--- src/uart_pkg.sv ---
package uart_pkg;
  localparam logic [7:0] ADDR_CTRL_A = 8'hc0;
  localparam logic [7:0] ADDR_CTRL_B = 8'hc1;
  localparam logic [7:0] ADDR_CTRL_C = 8'hc2;
  localparam logic [7:0] ADDR_BAUD_L = 8'hc4;
  localparam logic [7:0] ADDR_BAUD_H = 8'hc5;
  localparam logic [7:0] ADDR_DATA = 8'hc6;
  localparam logic [7:0] CTRL_C_RESET = 8'h06;
  localparam int RX_DONE_IE_BIT = 7;
  localparam int TX_DONE_IE_BIT = 6;
  localparam int BUF_EMPTY_IE_BIT = 5;
  localparam int RX_EN_BIT = 4;
  localparam int TX_EN_BIT = 3;
  localparam int SIZE_TOP_BIT = 2;
  localparam int TX_NINTH_BIT = 0;
  localparam int TX_DONE_FLAG_BIT = 6;
  localparam int DOUBLE_SPEED_BIT = 1;
  localparam logic [1:0] PARITY_EVEN = 2'h2;
  localparam logic [1:0] PARITY_ODD = 2'h3;
  localparam logic [2:0] SIZE_NINE = 3'h7;
  localparam logic [3:0] RATIO_NORMAL = 4'hf;
  localparam logic [3:0] RATIO_DOUBLE = 4'h7;
  localparam logic [3:0] MID_NORMAL = 4'h7;
  localparam logic [3:0] MID_DOUBLE = 4'h3;
  typedef enum logic [2:0] {
    TX_IDLE = 3'b000,
    TX_START = 3'b001,
    TX_DATA = 3'b011,
    TX_PAR = 3'b010,
    TX_STOP = 3'b110
  } tx_state_t;
  typedef enum logic [2:0] {
    RX_IDLE = 3'b000,
    RX_START = 3'b001,
    RX_DATA = 3'b011,
    RX_PAR = 3'b010,
    RX_STOP = 3'b110
  } rx_state_t;
  // Data bit count from the size code; reserved codes fall back to eight
  function automatic logic [3:0] data_bits(input logic [2:0] code);
    if (code == SIZE_NINE) begin
      data_bits = 4'h9;
    end else if (code[2]) begin
      data_bits = 4'h8;
    end else begin
      data_bits = {2'h0, code[1:0]} + 4'h5;
    end
  endfunction
endpackage

--- src/rx_fifo_if.sv ---
`timescale 1ns/1ps
// Two-entry receive buffer connection
interface rx_fifo_if;
  logic push;
  logic pop;
  logic flush;
  logic [11:0] wdata;
  logic [11:0] rdata;
  logic empty;
  logic full;
  modport owner (output push, output pop, output flush, output wdata, input rdata, input empty, input full);
  modport store (input push, input pop, input flush, input wdata, output rdata, output empty, output full);
endinterface

--- src/rx_fifo.sv ---
`timescale 1ns/1ps
// Two-level receive buffer; entry holds {frame err, parity err, overrun, nine data bits}
module rx_fifo (
  // Clock and reset
  input wire logic pclk,
  input wire logic presetn,
  // Buffer port
  rx_fifo_if.store fif
);
  logic [11:0] mem_ff [2];
  logic [11:0] nxt_mem [2];
  logic [1:0] cnt_ff;
  logic [1:0] nxt_cnt;
  logic [11:0] rd_ff;
  logic [11:0] nxt_rd;

  // Shift-down storage: head always in slot 0
  always_comb begin
    nxt_mem = mem_ff;
    nxt_cnt = cnt_ff;
    if (fif.flush) begin
      nxt_cnt = 2'h0;
    end else begin
      if (fif.pop && cnt_ff != 2'h0) begin
        nxt_mem[0] = mem_ff[1];
        nxt_cnt = cnt_ff - 2'h1;
      end
      if (fif.push && nxt_cnt != 2'h2) begin
        nxt_mem[nxt_cnt[0]] = fif.wdata;
        nxt_cnt = nxt_cnt + 2'h1;
      end
    end
    nxt_rd = (nxt_cnt == 2'h0) ? 12'h000 : nxt_mem[0];
  end

  always_ff @(posedge pclk or negedge presetn) begin
    if (!presetn) begin
      mem_ff[0] <= 12'h000;
      mem_ff[1] <= 12'h000;
      cnt_ff <= 2'h0;
      rd_ff <= 12'h000;
    end else begin
      mem_ff <= nxt_mem;
      cnt_ff <= nxt_cnt;
      rd_ff <= nxt_rd;
    end
  end

  assign fif.rdata = rd_ff;
  assign fif.empty = (cnt_ff == 2'h0);
  assign fif.full = (cnt_ff == 2'h2);
endmodule // rx_fifo

--- src/uart_ctrl.sv ---
// The implementer's own choice: the APB interface to the registers.
`timescale 1ns/1ps
module uart_ctrl (
  // APB slave
  input wire logic pclk,
  input wire logic presetn,
  input wire logic psel,
  input wire logic penable,
  input wire logic pwrite,
  input wire logic [7:0] paddr,
  input wire logic [31:0] pwdata,
  output logic [31:0] prdata,
  output logic pready,
  output logic pslverr,
  // Processor global interrupt flag
  input wire logic global_irq_en,
  // Interrupt requests
  output logic rx_done_irq,
  output logic tx_done_irq,
  output logic buf_empty_irq,
  // Serial pins
  input wire logic serial_in_pin,
  output logic serial_out_pin,
  output logic serial_out_oe,
  output logic rx_pin_owned
);
  logic [7:0] ctrl_b_ff, nxt_ctrl_b;
  logic [7:0] ctrl_c_ff, nxt_ctrl_c;
  logic [7:0] baud_l_ff, nxt_baud_l;
  logic [3:0] baud_h_ff, nxt_baud_h;
  logic dbl_ff, nxt_dbl;
  logic tx_done_ff, nxt_tx_done;
  logic [31:0] prdata_ff, nxt_prdata;
  logic pready_ff, nxt_pready;
  logic pslverr_ff, nxt_pslverr;
  logic [8:0] txbuf_ff, nxt_txbuf;
  logic txbuf_full_ff, nxt_txbuf_full;
  // Baud prescaler and tick
  logic [11:0] pre_ff, nxt_pre;
  logic tick;
  // Transmitter
  uart_pkg::tx_state_t tx_st_ff, nxt_tx_st;
  logic [8:0] tx_sh_ff, nxt_tx_sh;
  logic [3:0] tx_cnt_ff, nxt_tx_cnt;
  logic [3:0] tx_sub_ff, nxt_tx_sub;
  logic tx_par_ff, nxt_tx_par;
  logic tx_active_ff, nxt_tx_active;
  logic txd_ff, nxt_txd;
  // Receiver
  uart_pkg::rx_state_t rx_st_ff, nxt_rx_st;
  logic [8:0] rx_sh_ff, nxt_rx_sh;
  logic [3:0] rx_cnt_ff, nxt_rx_cnt;
  logic [3:0] rx_sub_ff, nxt_rx_sub;
  logic rx_par_ff, nxt_rx_par;
  logic rx_perr_ff, nxt_rx_perr;
  logic ovr_ff, nxt_ovr;
  logic [1:0] sync_ff;
  logic rxd;
  // Output registers, then access decodes and frame settings
  logic irq_rx_ff, irq_tx_ff, irq_be_ff;
  logic oe_ff, rxown_ff;
  logic acc, wr, rd;
  logic [2:0] size_code;
  logic [3:0] nbits;
  logic [3:0] ratio;
  logic [3:0] mid;
  logic par_on;
  logic stop2;
  rx_fifo_if fif ();

  rx_fifo u_fifo (
    .pclk(pclk),
    .presetn(presetn),
    .fif(fif)
  );

  assign acc = psel && penable && pready_ff;
  assign wr = acc && pwrite;
  assign rd = acc && !pwrite;
  assign size_code = {ctrl_b_ff[uart_pkg::SIZE_TOP_BIT], ctrl_c_ff[2:1]};
  assign nbits = uart_pkg::data_bits(size_code);
  assign par_on = ctrl_c_ff[5];
  assign stop2 = ctrl_c_ff[3];
  assign ratio = dbl_ff ? uart_pkg::RATIO_DOUBLE : uart_pkg::RATIO_NORMAL;
  assign mid = dbl_ff ? uart_pkg::MID_DOUBLE : uart_pkg::MID_NORMAL;
  assign rxd = sync_ff[1];

  // Two-flop synchroniser for the serial input; resets high, then follows the pin whether the receiver is on or off
  always_ff @(posedge pclk or negedge presetn) begin
    if (!presetn) begin
      sync_ff <= 2'b11;
    end else begin
      sync_ff <= {sync_ff[0], serial_in_pin};
    end
  end

  // Register file, APB answer, prescaler, transmitter, receiver
  always_comb begin
    nxt_ctrl_b = ctrl_b_ff;
    nxt_ctrl_c = ctrl_c_ff;
    nxt_baud_l = baud_l_ff;
    nxt_baud_h = baud_h_ff;
    nxt_dbl = dbl_ff;
    nxt_tx_done = tx_done_ff;
    nxt_txbuf = txbuf_ff;
    nxt_txbuf_full = txbuf_full_ff;
    nxt_prdata = prdata_ff;
    nxt_pready = 1'b0;
    nxt_pslverr = 1'b0;
    nxt_pre = pre_ff;
    tick = 1'b0;
    nxt_tx_st = tx_st_ff;
    nxt_tx_sh = tx_sh_ff;
    nxt_tx_cnt = tx_cnt_ff;
    nxt_tx_sub = tx_sub_ff;
    nxt_tx_par = tx_par_ff;
    nxt_tx_active = tx_active_ff;
    nxt_txd = txd_ff;
    nxt_rx_st = rx_st_ff;
    nxt_rx_sh = rx_sh_ff;
    nxt_rx_cnt = rx_cnt_ff;
    nxt_rx_sub = rx_sub_ff;
    nxt_rx_par = rx_par_ff;
    nxt_rx_perr = rx_perr_ff;
    nxt_ovr = ovr_ff;
    fif.push = 1'b0;
    fif.pop = 1'b0;
    fif.flush = 1'b0;
    fif.wdata = {1'b0, rx_perr_ff, ovr_ff, rx_sh_ff};
    // One wait state: pready rises in the second access cycle
    if (psel && penable && !pready_ff) begin
      nxt_pready = 1'b1;
      if (!pwrite) begin
        if (paddr == uart_pkg::ADDR_CTRL_A) begin
          nxt_prdata = {24'h00_0000, !fif.empty, tx_done_ff, !txbuf_full_ff, fif.rdata[11],
                        fif.rdata[9], fif.rdata[10], dbl_ff, 1'b0};
        end else if (paddr == uart_pkg::ADDR_CTRL_B) begin
          nxt_prdata = {24'h00_0000, ctrl_b_ff[7:2], fif.rdata[8], ctrl_b_ff[0]};
        end else if (paddr == uart_pkg::ADDR_CTRL_C) begin
          nxt_prdata = {24'h00_0000, 2'b00, ctrl_c_ff[5:1], 1'b0};
        end else if (paddr == uart_pkg::ADDR_BAUD_L) begin
          nxt_prdata = {24'h00_0000, baud_l_ff};
        end else if (paddr == uart_pkg::ADDR_BAUD_H) begin
          nxt_prdata = {28'h000_0000, baud_h_ff};
        end else if (paddr == uart_pkg::ADDR_DATA) begin
          nxt_prdata = {24'h00_0000, fif.rdata[7:0]};
        end else begin
          nxt_prdata = 32'h0000_0000;
          nxt_pslverr = 1'b1;
        end
      end else if (!(paddr == uart_pkg::ADDR_CTRL_A || paddr == uart_pkg::ADDR_CTRL_B ||
                     paddr == uart_pkg::ADDR_CTRL_C || paddr == uart_pkg::ADDR_BAUD_L ||
                     paddr == uart_pkg::ADDR_BAUD_H || paddr == uart_pkg::ADDR_DATA)) begin
        // Refused writes answer with zero data, like refused reads
        nxt_prdata = 32'h0000_0000;
        nxt_pslverr = 1'b1;
      end
    end
    // Prescaler counts down; a low-baud write reloads it at once
    if (pre_ff == 12'h000) begin
      nxt_pre = {baud_h_ff, baud_l_ff};
      tick = 1'b1;
    end else begin
      nxt_pre = pre_ff - 12'h001;
    end
    if (wr) begin
      if (paddr == uart_pkg::ADDR_CTRL_A) begin
        nxt_dbl = pwdata[uart_pkg::DOUBLE_SPEED_BIT];
        if (pwdata[uart_pkg::TX_DONE_FLAG_BIT]) begin
          nxt_tx_done = 1'b0;
        end
      end else if (paddr == uart_pkg::ADDR_CTRL_B) begin
        nxt_ctrl_b = {pwdata[7:2], 1'b0, pwdata[0]};
      end else if (paddr == uart_pkg::ADDR_CTRL_C) begin
        nxt_ctrl_c = {2'b00, pwdata[5:1], 1'b0};
      end else if (paddr == uart_pkg::ADDR_BAUD_L) begin
        nxt_baud_l = pwdata[7:0];
        nxt_pre = {baud_h_ff, pwdata[7:0]};
      end else if (paddr == uart_pkg::ADDR_BAUD_H) begin
        nxt_baud_h = pwdata[3:0];
      end else if (paddr == uart_pkg::ADDR_DATA && !txbuf_full_ff) begin
        // Ninth bit latched from the control bit written beforehand
        nxt_txbuf = {ctrl_b_ff[uart_pkg::TX_NINTH_BIT], pwdata[7:0]};
        nxt_txbuf_full = 1'b1;
      end
    end
    if (rd && paddr == uart_pkg::ADDR_DATA) begin
      fif.pop = 1'b1;
    end
    // Transmitter: stays active after enable drops until everything is sent
    nxt_tx_active = ctrl_b_ff[uart_pkg::TX_EN_BIT] || tx_st_ff != uart_pkg::TX_IDLE || txbuf_full_ff;
    if (!tx_active_ff) begin
      nxt_txbuf_full = 1'b0;
    end
    if (tick) begin
      if (tx_st_ff == uart_pkg::TX_IDLE) begin
        if (txbuf_full_ff && tx_active_ff) begin
          nxt_tx_sh = txbuf_ff;
          nxt_txbuf_full = 1'b0;
          nxt_tx_st = uart_pkg::TX_START;
          nxt_tx_sub = ratio;
          nxt_txd = 1'b0;
          nxt_tx_par = (ctrl_c_ff[4:0] >> 4) == 5'h1;
        end
      end else if (tx_sub_ff != 4'h0) begin
        nxt_tx_sub = tx_sub_ff - 4'h1;
      end else begin
        nxt_tx_sub = ratio;
        case (tx_st_ff)
          uart_pkg::TX_START: begin
            nxt_tx_st = uart_pkg::TX_DATA;
            nxt_tx_cnt = nbits - 4'h1;
            nxt_txd = tx_sh_ff[0];
            nxt_tx_par = tx_par_ff ^ tx_sh_ff[0];
            nxt_tx_sh = {1'b0, tx_sh_ff[8:1]};
          end
          uart_pkg::TX_DATA: begin
            if (tx_cnt_ff != 4'h0) begin
              nxt_tx_cnt = tx_cnt_ff - 4'h1;
              nxt_txd = tx_sh_ff[0];
              nxt_tx_par = tx_par_ff ^ tx_sh_ff[0];
              nxt_tx_sh = {1'b0, tx_sh_ff[8:1]};
            end else if (par_on) begin
              nxt_tx_st = uart_pkg::TX_PAR;
              nxt_txd = tx_par_ff;
            end else begin
              nxt_tx_st = uart_pkg::TX_STOP;
              nxt_tx_cnt = stop2 ? 4'h1 : 4'h0;
              nxt_txd = 1'b1;
            end
          end
          uart_pkg::TX_PAR: begin
            nxt_tx_st = uart_pkg::TX_STOP;
            nxt_tx_cnt = stop2 ? 4'h1 : 4'h0;
            nxt_txd = 1'b1;
          end
          uart_pkg::TX_STOP: begin
            if (tx_cnt_ff != 4'h0) begin
              nxt_tx_cnt = tx_cnt_ff - 4'h1;
            end else begin
              nxt_tx_st = uart_pkg::TX_IDLE;
              if (!txbuf_full_ff) begin
                nxt_tx_done = 1'b1;
              end
            end
          end
          default: nxt_tx_st = uart_pkg::TX_IDLE;
        endcase
      end
    end
    // Receiver samples the middle of each bit at the divided rate
    if (!ctrl_b_ff[uart_pkg::RX_EN_BIT]) begin
      fif.flush = 1'b1;
      nxt_rx_st = uart_pkg::RX_IDLE;
      nxt_ovr = 1'b0;
    end else if (tick) begin
      case (rx_st_ff)
        uart_pkg::RX_IDLE: begin
          if (!rxd) begin
            nxt_rx_st = uart_pkg::RX_START;
            nxt_rx_sub = mid;
          end
        end
        default: begin
          if (rx_sub_ff != 4'h0) begin
            nxt_rx_sub = rx_sub_ff - 4'h1;
          end else begin
            nxt_rx_sub = ratio;
            case (rx_st_ff)
              uart_pkg::RX_START: begin
                if (rxd) begin
                  nxt_rx_st = uart_pkg::RX_IDLE;
                end else begin
                  nxt_rx_st = uart_pkg::RX_DATA;
                  nxt_rx_cnt = nbits;
                  nxt_rx_sh = 9'h000;
                  nxt_rx_par = ctrl_c_ff[4];
                  nxt_ovr = fif.full;
                end
              end
              uart_pkg::RX_DATA: begin
                nxt_rx_sh = rx_sh_ff | ({8'h00, rxd} << (nbits - rx_cnt_ff));
                nxt_rx_par = rx_par_ff ^ rxd;
                nxt_rx_cnt = rx_cnt_ff - 4'h1;
                if (rx_cnt_ff == 4'h1) begin
                  nxt_rx_st = par_on ? uart_pkg::RX_PAR : uart_pkg::RX_STOP;
                  nxt_rx_perr = 1'b0;
                end
              end
              uart_pkg::RX_PAR: begin
                nxt_rx_perr = rx_par_ff ^ rxd;
                nxt_rx_st = uart_pkg::RX_STOP;
              end
              uart_pkg::RX_STOP: begin
                // Receiver checks one stop bit only, whatever the stop select
                nxt_rx_st = uart_pkg::RX_IDLE;
                fif.wdata = {!rxd, rx_perr_ff, ovr_ff, rx_sh_ff};
                fif.push = !fif.full;
              end
              default: nxt_rx_st = uart_pkg::RX_IDLE;
            endcase
          end
        end
      endcase
    end
  end

  // All state registers except the input synchroniser
  always_ff @(posedge pclk or negedge presetn) begin
    if (!presetn) begin
      ctrl_b_ff <= 8'h00;
      ctrl_c_ff <= uart_pkg::CTRL_C_RESET;
      baud_l_ff <= 8'h00;
      baud_h_ff <= 4'h0;
      dbl_ff <= 1'b0;
      tx_done_ff <= 1'b0;
      txbuf_ff <= 9'h000;
      txbuf_full_ff <= 1'b0;
      prdata_ff <= 32'h0000_0000;
      pready_ff <= 1'b0;
      pslverr_ff <= 1'b0;
      pre_ff <= 12'h000;
      tx_st_ff <= uart_pkg::TX_IDLE;
      tx_sh_ff <= 9'h000;
      tx_cnt_ff <= 4'h0;
      tx_sub_ff <= 4'h0;
      tx_par_ff <= 1'b0;
      tx_active_ff <= 1'b0;
      txd_ff <= 1'b1;
      rx_st_ff <= uart_pkg::RX_IDLE;
      rx_sh_ff <= 9'h000;
      rx_cnt_ff <= 4'h0;
      rx_sub_ff <= 4'h0;
      rx_par_ff <= 1'b0;
      rx_perr_ff <= 1'b0;
      ovr_ff <= 1'b0;
      irq_rx_ff <= 1'b0;
      irq_tx_ff <= 1'b0;
      irq_be_ff <= 1'b0;
      oe_ff <= 1'b0;
      rxown_ff <= 1'b0;
    end else begin
      ctrl_b_ff <= nxt_ctrl_b;
      ctrl_c_ff <= nxt_ctrl_c;
      baud_l_ff <= nxt_baud_l;
      baud_h_ff <= nxt_baud_h;
      dbl_ff <= nxt_dbl;
      tx_done_ff <= nxt_tx_done;
      txbuf_ff <= nxt_txbuf;
      txbuf_full_ff <= nxt_txbuf_full;
      prdata_ff <= nxt_prdata;
      pready_ff <= nxt_pready;
      pslverr_ff <= nxt_pslverr;
      pre_ff <= nxt_pre;
      tx_st_ff <= nxt_tx_st;
      tx_sh_ff <= nxt_tx_sh;
      tx_cnt_ff <= nxt_tx_cnt;
      tx_sub_ff <= nxt_tx_sub;
      tx_par_ff <= nxt_tx_par;
      tx_active_ff <= nxt_tx_active;
      txd_ff <= nxt_txd;
      rx_st_ff <= nxt_rx_st;
      rx_sh_ff <= nxt_rx_sh;
      rx_cnt_ff <= nxt_rx_cnt;
      rx_sub_ff <= nxt_rx_sub;
      rx_par_ff <= nxt_rx_par;
      rx_perr_ff <= nxt_rx_perr;
      ovr_ff <= nxt_ovr;
      irq_rx_ff <= ctrl_b_ff[uart_pkg::RX_DONE_IE_BIT] && global_irq_en && !fif.empty;
      irq_tx_ff <= ctrl_b_ff[uart_pkg::TX_DONE_IE_BIT] && global_irq_en && tx_done_ff;
      irq_be_ff <= ctrl_b_ff[uart_pkg::BUF_EMPTY_IE_BIT] && global_irq_en && !txbuf_full_ff;
      oe_ff <= nxt_tx_active;
      rxown_ff <= ctrl_b_ff[uart_pkg::RX_EN_BIT];
    end
  end

  assign prdata = prdata_ff;
  assign pready = pready_ff;
  assign pslverr = pslverr_ff;
  assign rx_done_irq = irq_rx_ff;
  assign tx_done_irq = irq_tx_ff;
  assign buf_empty_irq = irq_be_ff;
  assign serial_out_pin = txd_ff;
  assign serial_out_oe = oe_ff;
  assign rx_pin_owned = rxown_ff;
endmodule // uart_ctrl

--- config.mk ---
export PLATFORM = sky130hd
export DESIGN_NAME = uart_ctrl
export DESIGN_NICKNAME = d
export VERILOG_FILES = /design/src/uart_pkg.sv /design/src/rx_fifo_if.sv /design/src/rx_fifo.sv /design/src/uart_ctrl.sv
export SDC_FILE = /design/constraint.sdc
export NUM_CORES = 1
export LEC_CHECK = 0
export BUFFER_PORTS_ARGS = -buffer_cell sky130_fd_sc_hd__clkbuf_2
export CORE_AREA = 4 4 131 146
export CTS_CLUSTER_DIAMETER = 120
export DETAILED_ROUTE_END_ITERATION = 6
export DIE_AREA = 0 0 135 150
export GPL_TIMING_DRIVEN = 0
export HOLD_SLACK_MARGIN = 0.12
export PLACE_DENSITY_LB_ADDON = 0.15
export SLEW_MARGIN = 0
export SYNTH_ARGS = -nofsm -noshare
export SYNTH_HDL_FRONTEND = slang
export SYNTH_HIERARCHICAL = 1
export SYNTH_SLANG_ARGS = --single-unit
--- constraint.sdc ---
create_clock -name pclk -period 3 [get_ports pclk]
set_input_delay 0.6 -clock pclk [delete_from_list [all_inputs] [get_ports pclk]]
set_output_delay 0.6 -clock pclk [all_outputs]
set_load 0.03 [all_outputs]
==> results of run 1 <==
[layout make-up]
| type | instances | area share |
|---|---|---|
| plain buffers | 63 | 0.03984 |
| well taps | 238 | 0.03204 |
| clock inverters | 10 | 0.007942 |
| multi-input cells | 567 | 0.4163 |
| clock buffers | 22 | 0.05102 |
| inverters | 35 | 0.01413 |
| flip-flops and latches | 148 | 0.3991 |
| repair buffers | 57 | 0.03957 |
[layer usage]
layer	GRT usage	routed length (µm)
met4	0.1013	686
met2	0.3383	9963
met5	0	0
met3	0.03430	903
met1	0.2674	8949
[state kept, by name, summed over array words and instances, names as in the netlist, 5 cells and up, named ones only]
| name | flops |
|---|---|
| ctrl_c_ff | 5 |
| ctrl_b_ff | 7 |
| u_fifo/fif.rdata | 12 |
| baud_l_ff | 8 |
| tx_sh_ff | 9 |
| u_fifo/mem_ff | 12 |
| prdata | 8 |
| pre_ff | 12 |
| rx_sh_ff | 9 |
| txbuf_ff | 9 |
[worst reg2reg max path: cells and delay by family (launching register included)]
kind                       cells  cell delay, ns
adders and majority gates      1            0.13
and+or+nand+nor                6            1.39
AOI/OAI and AO/OA              2            0.28
DFF                            1            0.39
buffers and inverters          4            0.59
[cells in the final DEF (no fill, tap or decap), types with 7 or more instances in the layout]
master	count
a32oi_1	12
nand3_1	9
nand2_4	7
mux2_2	25
a21oi_2	9
clkbuf_16	17
dfrtp_1	143
clkbuf_1	27
ha_1	14
o21ai_0	44
nor2_1	56
xnor2_1	9
o22ai_1	10
mux2_4	8
mux2_1	14
a31oi_1	11
nand2_1	101
inv_1	31
nor3_1	24
buf_4	43
nor2b_1	11
clkbuf_2	37
a21oi_1	23
conb_1	24
nand2b_1	8
[cell families after synthesis]
group | count (synthesis) | share of synthesized area
and+or+nand+nor | 284 | 0.1884
AOI/OAI and AO/OA | 174 | 0.1470
DFF | 148 | 0.4729
buffers and inverters | 98 | 0.06347
muxes | 55 | 0.08469
adders and majority gates | 16 | 0.02648
xor gates and xnor gates | 14 | 0.01659
other | 1 | 0.0004780
[metrics by stage]
stage | util | cell area (µm²) | std cells
final | 0.5297 | 9295 | 1140
after detailed placement | 0.4819 | 8457 | 1089
after floorplan | - | 7938 | 813
after CTS | 0.5226 | 9171 | 1136
after global routing | 0.5297 | 9295 | 1140
after global placement | 0.4799 | 8421 | 1088
[power breakdown]
part | switching, mW | internal, mW
combinational | 0.323 | 0.267
sequential | 0.107 | 2.07
clock | 0.854 | 1.13
[timing repair]
action | CTS | global route
pin swaps | 4 | 8
resized for setup | 15 | 21
setup endpoints to repair | 38 | 33
cloned | 1 | 0
setup buffers | 14 | 4
[final timing paths]
| check | start | endpoint | slack [ns] | cells past startpoint |
|---|---|---|---|---|
| setup / recovery | pre_ff[0] | u_fifo/fif.rdata[3] | 0.09 | 13 |
| hold / removal | presetn | pre_ff[1] | 0.15 | 1 |
| hold reg to reg | sync_ff[0] | sync_ff[1] | 0.36 | 0 |
| min in group pclk | serial_in_pin | sync_ff[0] | 0.26 | 1 |
| max in group asynchronous | presetn | sync_ff[0] | 2.02 | 2 |
| setup reg to reg | pre_ff[0] | u_fifo/fif.rdata[3] | 0.09 | 13 |
==> flow_summary.ini, run 1 <==
[timing]
setup_ws_ns = 0.08988
post-route-period-util = 0.9700
rsz0062_at_grt = yes
tightestPinTransition_ns = 1.046
holdWs_ns = 0.1500
final.setup_skew_ns = 0.007808
fin_setup_tns_ns = 0
report.final.slew_viol_count = 0
period_minus_slack_ns = 2.910
final_hold_viol_count = 0
setup_violations = 0
relSlewSlack = 0.2964
fmax_mhz = 343.6

[run_status]
run_status = completed

[drt]
first_iter_violations = 356
drc = 0
drtAntennaViolNets = 0
dr.pass1.iters = 5
drt_wl_total_um = 20500
viasPerCell = 5.517
vias = 6289
wl_per_cell_um = 17.98

[worst_setup_path]
critical_path_class = reg -> reg
path_buf_inv = 4
startpoint_type = flip-flop
cp_max_fo = 7
critPathTopFamily = simple AND/OR/NAND/NOR gates
critical_path_required_ns = 3.29
slowest_delay_ns = 0.39
path_cells = inv_2 -> ha_4 -> nor4b_4 -> and4b_1 -> buf_6 -> nand4_1 -> nor4_4 -> buf_4 -> or3b_4 -> a21o_1 -> buf_6 -> nand2_2 -> a21oi_2
cp-end-kind = flip-flop
slowest_stage = dfrtp_1
cpMostUsedCell = buf_6
crit_arrival_ns = 3.20

[layout]
area_growth_pct = 18.48
layout-drive-gt1-share = 0.2317
fill_cells = 1592
nNetsFinal = 952
n_antenna_cell = 0
final-seq-area_um2 = 3710
multi_input_area_um2 = 3870

[clock_network]
cts.sinks = 148
numCtsBuffers = 17
clk_latency_ns = 0.42
htreeDepth = 4
cts_buffer_depth = 2
cts_root_buf = clkbuf_16
postCtsHoldBufs = 0
clk_pin_slew_ns = 0.07
cts_tree = done

[die]
fp.dieArea_um2 = 20250
coreArea_um2 = 17550
rows = 51
start_util = 0.4471
fp.dieW_um = 135
die_h_um = 150
io-pin-count = 87

[global_route]
grt_overflow = 0
grt_pass1_vias = 6244
grt_util_all_layers = 0.2069
antenna_found_initial = 0
grt_pass1_wl_um = 32720
grt_max_degree = 88

[placed_design]
port_buffers = 37
gp_congestion = 0.9094
hpwlAfterDp_um = 14500
pre_cts_slack_ns = -0.7381

[synthesis]
yosys.cell_count.top_type = dfrtp_1
synth_top_cells_by_count = dfrtp_1 (143), nand2_1 (102), nor2_1 (56)
synth_area_per_cell_um2 = 9.930
yosysTopAreaCellShare = 0.4561
synth_edf_count = 0
netlist_area_um2 = 7845
synthArstFlopShare = 1.000
synthDistinctLibCells = 79
ys_warn_count = 6
synth_area_leader_cell = dfrtp_1
ys.flop_type = dfrtp_1
synthTopCellsByArea = dfrtp_1 (46%), nand2_1 (4.9%), mux2_2 (3.6%)
ys_ff_latch = 148
ys_seq_area_frac = 0.4729
syn_inst = 790

[pwr]
peakVddDrop_uv = 414.9
totalPowerFinal_mw = 4.750
power_density_nw_per_um2 = 511.1
p_leak_nw = 4.342

[job]
drv_cap = 0

[hold_path]
hold_class = in -> async
No activity file was read; power rests on OpenSTA's default activity.
==> run 2, diff against run 1 <==
--- a/config.mk
+++ b/config.mk
@@ -13,6 +13,7 @@
 export GPL_TIMING_DRIVEN = 0
 export HOLD_SLACK_MARGIN = 0.12
 export PLACE_DENSITY_LB_ADDON = 0.15
+export SETUP_SLACK_MARGIN = 0.3
 export SLEW_MARGIN = 0
 export SYNTH_ARGS = -nofsm -noshare
 export SYNTH_HDL_FRONTEND = slang
==> flow_summary.ini, run 2 (same netlist as run 1, synthesis figures left out) <==
[run_status]
run_status = completed

[placed_design]
pre_cts_slack_ns = -0.5107
gp_congestion = 0.9141
port_buffers = 37
hpwlAfterDp_um = 14620

[timing]
report.final.slew_viol_count = 0
rsz0062_at_grt = yes
setup_violations = 0
tightestPinTransition_ns = 0.9136
relSlewSlack = 0.3863
post-route-period-util = 0.9645
fmax_mhz = 345.6
final.setup_skew_ns = 0.006718
period_minus_slack_ns = 2.894
setup_ws_ns = 0.1065
final_hold_viol_count = 0

[layout]
final_cell_mix = dfrtp_1 (143), nand2_1 (95), nor2_1 (55), buf_4 (45), o21ai_0 (44)
nNetsFinal = 954
area_growth_pct = 21.66
fill_cells = 1540
n_antenna_cell = 0
final-seq-area_um2 = 3710
multi_input_area_um2 = 4046
layout-drive-gt1-share = 0.2710
final_common_cell = dfrtp_1

[global_route]
grt_util_all_layers = 0.2127
grt_pass1_vias = 6442
grt_pass1_wl_um = 33820
antenna_found_initial = 0
grt_max_degree = 85
grt_overflow = 0

[die]
rows = 51
io-pin-count = 87
start_util = 0.4471
fp.dieArea_um2 = 20250
die_h_um = 150
fp.dieW_um = 135
coreArea_um2 = 17550

[clock_network]
htreeDepth = 4
clk_pin_slew_ns = 0.06
cts.sinks = 148
cts_root_buf = clkbuf_16
cts_tree = done
cts_buffer_depth = 2
clk_latency_ns = 0.42
numCtsBuffers = 17

[worst_setup_path]
cp_max_fo = 6
worstRegToRegCells = 13
cp-end-kind = flip-flop
startpoint_type = flip-flop
crit_arrival_ns = 3.19
critical_path_class = reg -> reg
critical_path_required_ns = 3.29

[hold_path]
hold_class = in -> async

[drt]
dr.pass1.iters = 7
drt_wl_total_um = 20950
viasPerCell = 5.597
drc = 0
wl_per_cell_um = 18.34
first_iter_violations = 481
drtAntennaViolNets = 0
vias = 6392

[pwr]
totalPowerFinal_mw = 4.925
p_leak_nw = 4.409
peakVddDrop_uv = 385.8
power_density_nw_per_um2 = 516.0

[job]
drv_cap = 0
==> run 2: what timing repair did <==
action	in CTS	in global routing
gates resized for setup	61	18
setup buffers	15	4
cloned	2	0
pin swaps	21	4
setup endpoints to repair	52	52
hold buffers	0	0
==> run 2: per-stage QoR <==
stage	std cells	TNS [ns]	cell area, µm²	hold slack, ns	utilization
after floorplan	813	0	7946	0.3044	-
after global placement	1088	-176.45	8429	0.3457	0.4804
after detailed placement	1089	-12.16	8466	0.3472	0.4824
after CTS	1138	-0.1716	9439	0.1674	0.5379
after global routing	1142	0	9544	0.1820	0.5439
final	1142	0	9544	0.1645	0.5439
==> run 2: path summary, 6_finish.rpt <==
kind / from / to / slack (ns)
min in group pclk: serial_in_pin / sync_ff[0] / 0.25
worst max-delay path: pre_ff[1] / u_fifo/fif.rdata[3] / 0.11
worst min-delay path: presetn / pre_ff[1] / 0.16
worst min register to register: sync_ff[0] / sync_ff[1] / 0.36
worst max register to register: pre_ff[1] / u_fifo/fif.rdata[3] / 0.11
max in group asynchronous: presetn / rx_sh_ff[1] / 2.04
==> run 2: report_power, final <==
group	total (mW)	switching [mW]	internal [mW]	leakage (nW)
Clock	2.14	0.884	1.26	0.284
Combinational	0.603	0.329	0.275	2.12
Sequential	2.18	0.109	2.07	2.00
Total	4.92	1.32	3.60	4.41
==> run 2: layout make-up <==
cell class              instances  share of cell area
well taps                     238             0.03120
clock inverters                14             0.01573
clock buffers                  18             0.04601
plain buffers                  63             0.03920
inverters                      35             0.01429
flip-flops and latches        148              0.3887
multi-input cells             567              0.4240
repair buffers                 59             0.04090
==> run 2: worst max-delay path, stage by stage, from the launching register on <==
cell,delay (ns)
dfrtp_1,0.40
inv_2,0.09
ha_4,0.13
nor4b_4,0.21
and4b_1,0.24
buf_6,0.11
nand4_1,0.16
nor4_4,0.29
buf_4,0.21
or3b_4,0.40
a21o_4,0.24
buf_6,0.15
nand2_4,0.07
a21oi_2,0.07
==> run 2: routing by layer <==
metal / wire length, µm / track usage
met5: 0 / 0
met4: 619 / 0.07762
met3: 867 / 0.03968
met1: 9034 / 0.2706
met2: 10430 / 0.3626
==> run 3, diff against run 2 <==
--- a/config.mk
+++ b/config.mk
@@ -6,10 +6,12 @@
 export NUM_CORES = 1
 export LEC_CHECK = 0
 export BUFFER_PORTS_ARGS = -buffer_cell sky130_fd_sc_hd__clkbuf_2
-export CORE_AREA = 4 4 131 146
+export CELL_PAD_IN_SITES_DETAIL_PLACEMENT = 0
+export CELL_PAD_IN_SITES_GLOBAL_PLACEMENT = 2
+export CORE_AREA = 4 4 150 167
 export CTS_CLUSTER_DIAMETER = 120
 export DETAILED_ROUTE_END_ITERATION = 6
-export DIE_AREA = 0 0 135 150
+export DIE_AREA = 0 0 154 171
 export GPL_TIMING_DRIVEN = 0
 export HOLD_SLACK_MARGIN = 0.12
 export PLACE_DENSITY_LB_ADDON = 0.15
==> flow_summary.ini, run 3 (same netlist as run 1, synthesis figures left out) <==
[global_route]
grt_overflow = 0
grt_pass1_vias = 6403
grt_pass1_wl_um = 36920
grt_max_degree = 91
antenna_found_initial = 0
grt_util_all_layers = 0.1797

[clock_network]
cts_tree = done
clk_pin_slew_ns = 0.07
clk_latency_ns = 0.43
cts.sinks = 148
numCtsBuffers = 17
cts_root_buf = clkbuf_16
htreeDepth = 4
cts_buffer_depth = 2

[pwr]
peakVddDrop_uv = 309.2
power_density_nw_per_um2 = 504.6
p_leak_nw = 4.404

[job]
drv_cap = 0

[timing]
relSlewSlack = 0.3181
period_minus_slack_ns = 2.886
final.setup_skew_ns = 0.009336
setup_violations = 0
rsz0062_at_grt = yes
tightestPinTransition_ns = 1.015
report.final.slew_viol_count = 0
holdWs_ns = 0.2345
setup_ws_ns = 0.1135
post-route-period-util = 0.9622
fin_setup_tns_ns = 0
fmax_mhz = 346.4
final_hold_viol_count = 0

[die]
fp.dieW_um = 154
io-pin-count = 87
rows = 59
die_h_um = 171
coreArea_um2 = 23400
fp.dieArea_um2 = 26330
start_util = 0.3352

[drt]
vias = 6262
drtAntennaViolNets = 0
drt_wl_total_um = 23030
first_iter_violations = 299
drc = 0
viasPerCell = 5.175
wl_per_cell_um = 19.03
dr.pass1.iters = 5

[layout]
multi_input_area_um2 = 4183
nNetsFinal = 956
design_area_um2 = 9793
postLayoutCoreUtil = 0.4185
n_antenna_cell = 0
fill_cells = 2286
final_common_cell = dfrtp_1
final_cell_mix = dfrtp_1 (143), nand2_1 (92), nor2_1 (54), o21ai_0 (44), buf_4 (43)
layout-drive-gt1-share = 0.2818
area_growth_pct = 24.83
final-seq-area_um2 = 3710

[run_status]
run_status = completed

[worst_setup_path]
crit_arrival_ns = 3.18
r2r_slack_ns = 0.11
path_cells = inv_2 -> ha_4 -> nor4b_4 -> and4b_1 -> buf_6 -> nand4_1 -> nor4_4 -> buf_4 -> buf_6 -> or3b_4 -> a21o_4 -> buf_6 -> nand2_4 -> a21oi_2
slowest_stage = dfrtp_1
critical_path_required_ns = 3.30
critical_path_class = reg -> reg
cp-end-kind = flip-flop
slowest_delay_ns = 0.41
cpMostUsedCell = buf_6
startpoint_type = flip-flop
worstRegToRegCells = 14
cp_max_fo = 6

[placed_design]
dpl_cell_area_um2 = 8549
hpwlAfterDp_um = 16410
pre_cts_slack_ns = -0.6706
port_buffers = 37
gp_congestion = 0.8244

[hold_path]
hold_class = in -> async
run 3: metrics by stage:
| step | instances | total power [mW] |
|---|---|---|
| floorplan | 813 | 2.561 |
| global placement | 1155 | 2.729 |
| detailed placement | 1156 | 2.745 |
| CTS | 1206 | 4.988 |
| global route | 1210 | 5.166 |
| finish | 1210 | 4.942 |
run 3: final timing paths:
| path | from | to |
|---|---|---|
| setup / recovery | pre_ff[0] | u_fifo/fif.rdata[1] |
| hold / removal | presetn | pre_ff[3] |
| setup reg to reg | pre_ff[0] | u_fifo/fif.rdata[1] |
| hold reg to reg | sync_ff[0] | sync_ff[1] |
| max in group asynchronous | presetn | serial_out_pin |
| min in group pclk | serial_in_pin | sync_ff[0] |
run 3: report_power, final:
group	switching, mW	total (mW)	internal, mW
Sequential	0.111	2.18	2.07
Clock	0.928	2.16	1.24
Combinational	0.328	0.596	0.268
run 3: final cells by class:
class / count / area share
sequential: 148 / 0.3788
clock inverter: 13 / 0.01546
multi-input combinational: 567 / 0.4271
clock buffer: 18 / 0.04382
timing repair buffer: 61 / 0.04255
tap: 305 / 0.03897
buffer: 63 / 0.03935
inverter: 35 / 0.01393
run 3: critical path, delay by kind of cell, from the launching register on:
| family | cells | cell delay (ns) |
|---|---|---|
| compound gates | 2 | 0.30 |
| fa+ha+maj | 1 | 0.13 |
| buf+inv | 5 | 0.64 |
| simple gates | 6 | 1.27 |
| flops | 1 | 0.41 |
run 3: layer usage:
layer	global-route usage	up-vias	routed length, µm
met5	0	-	0
met2	0.3070	109	11530
met3	0.03289	23	745
met1	0.2335	3146	10370
met4	0.05338	0	385
li1	-	2984	-
run 3: timing repair:
action,CTS,global route
setup buffers,17,4
gates resized for setup,73,35
cloned,2,0
setup endpoints to repair,71,48
hold buffers,0,0
pin swaps,23,12
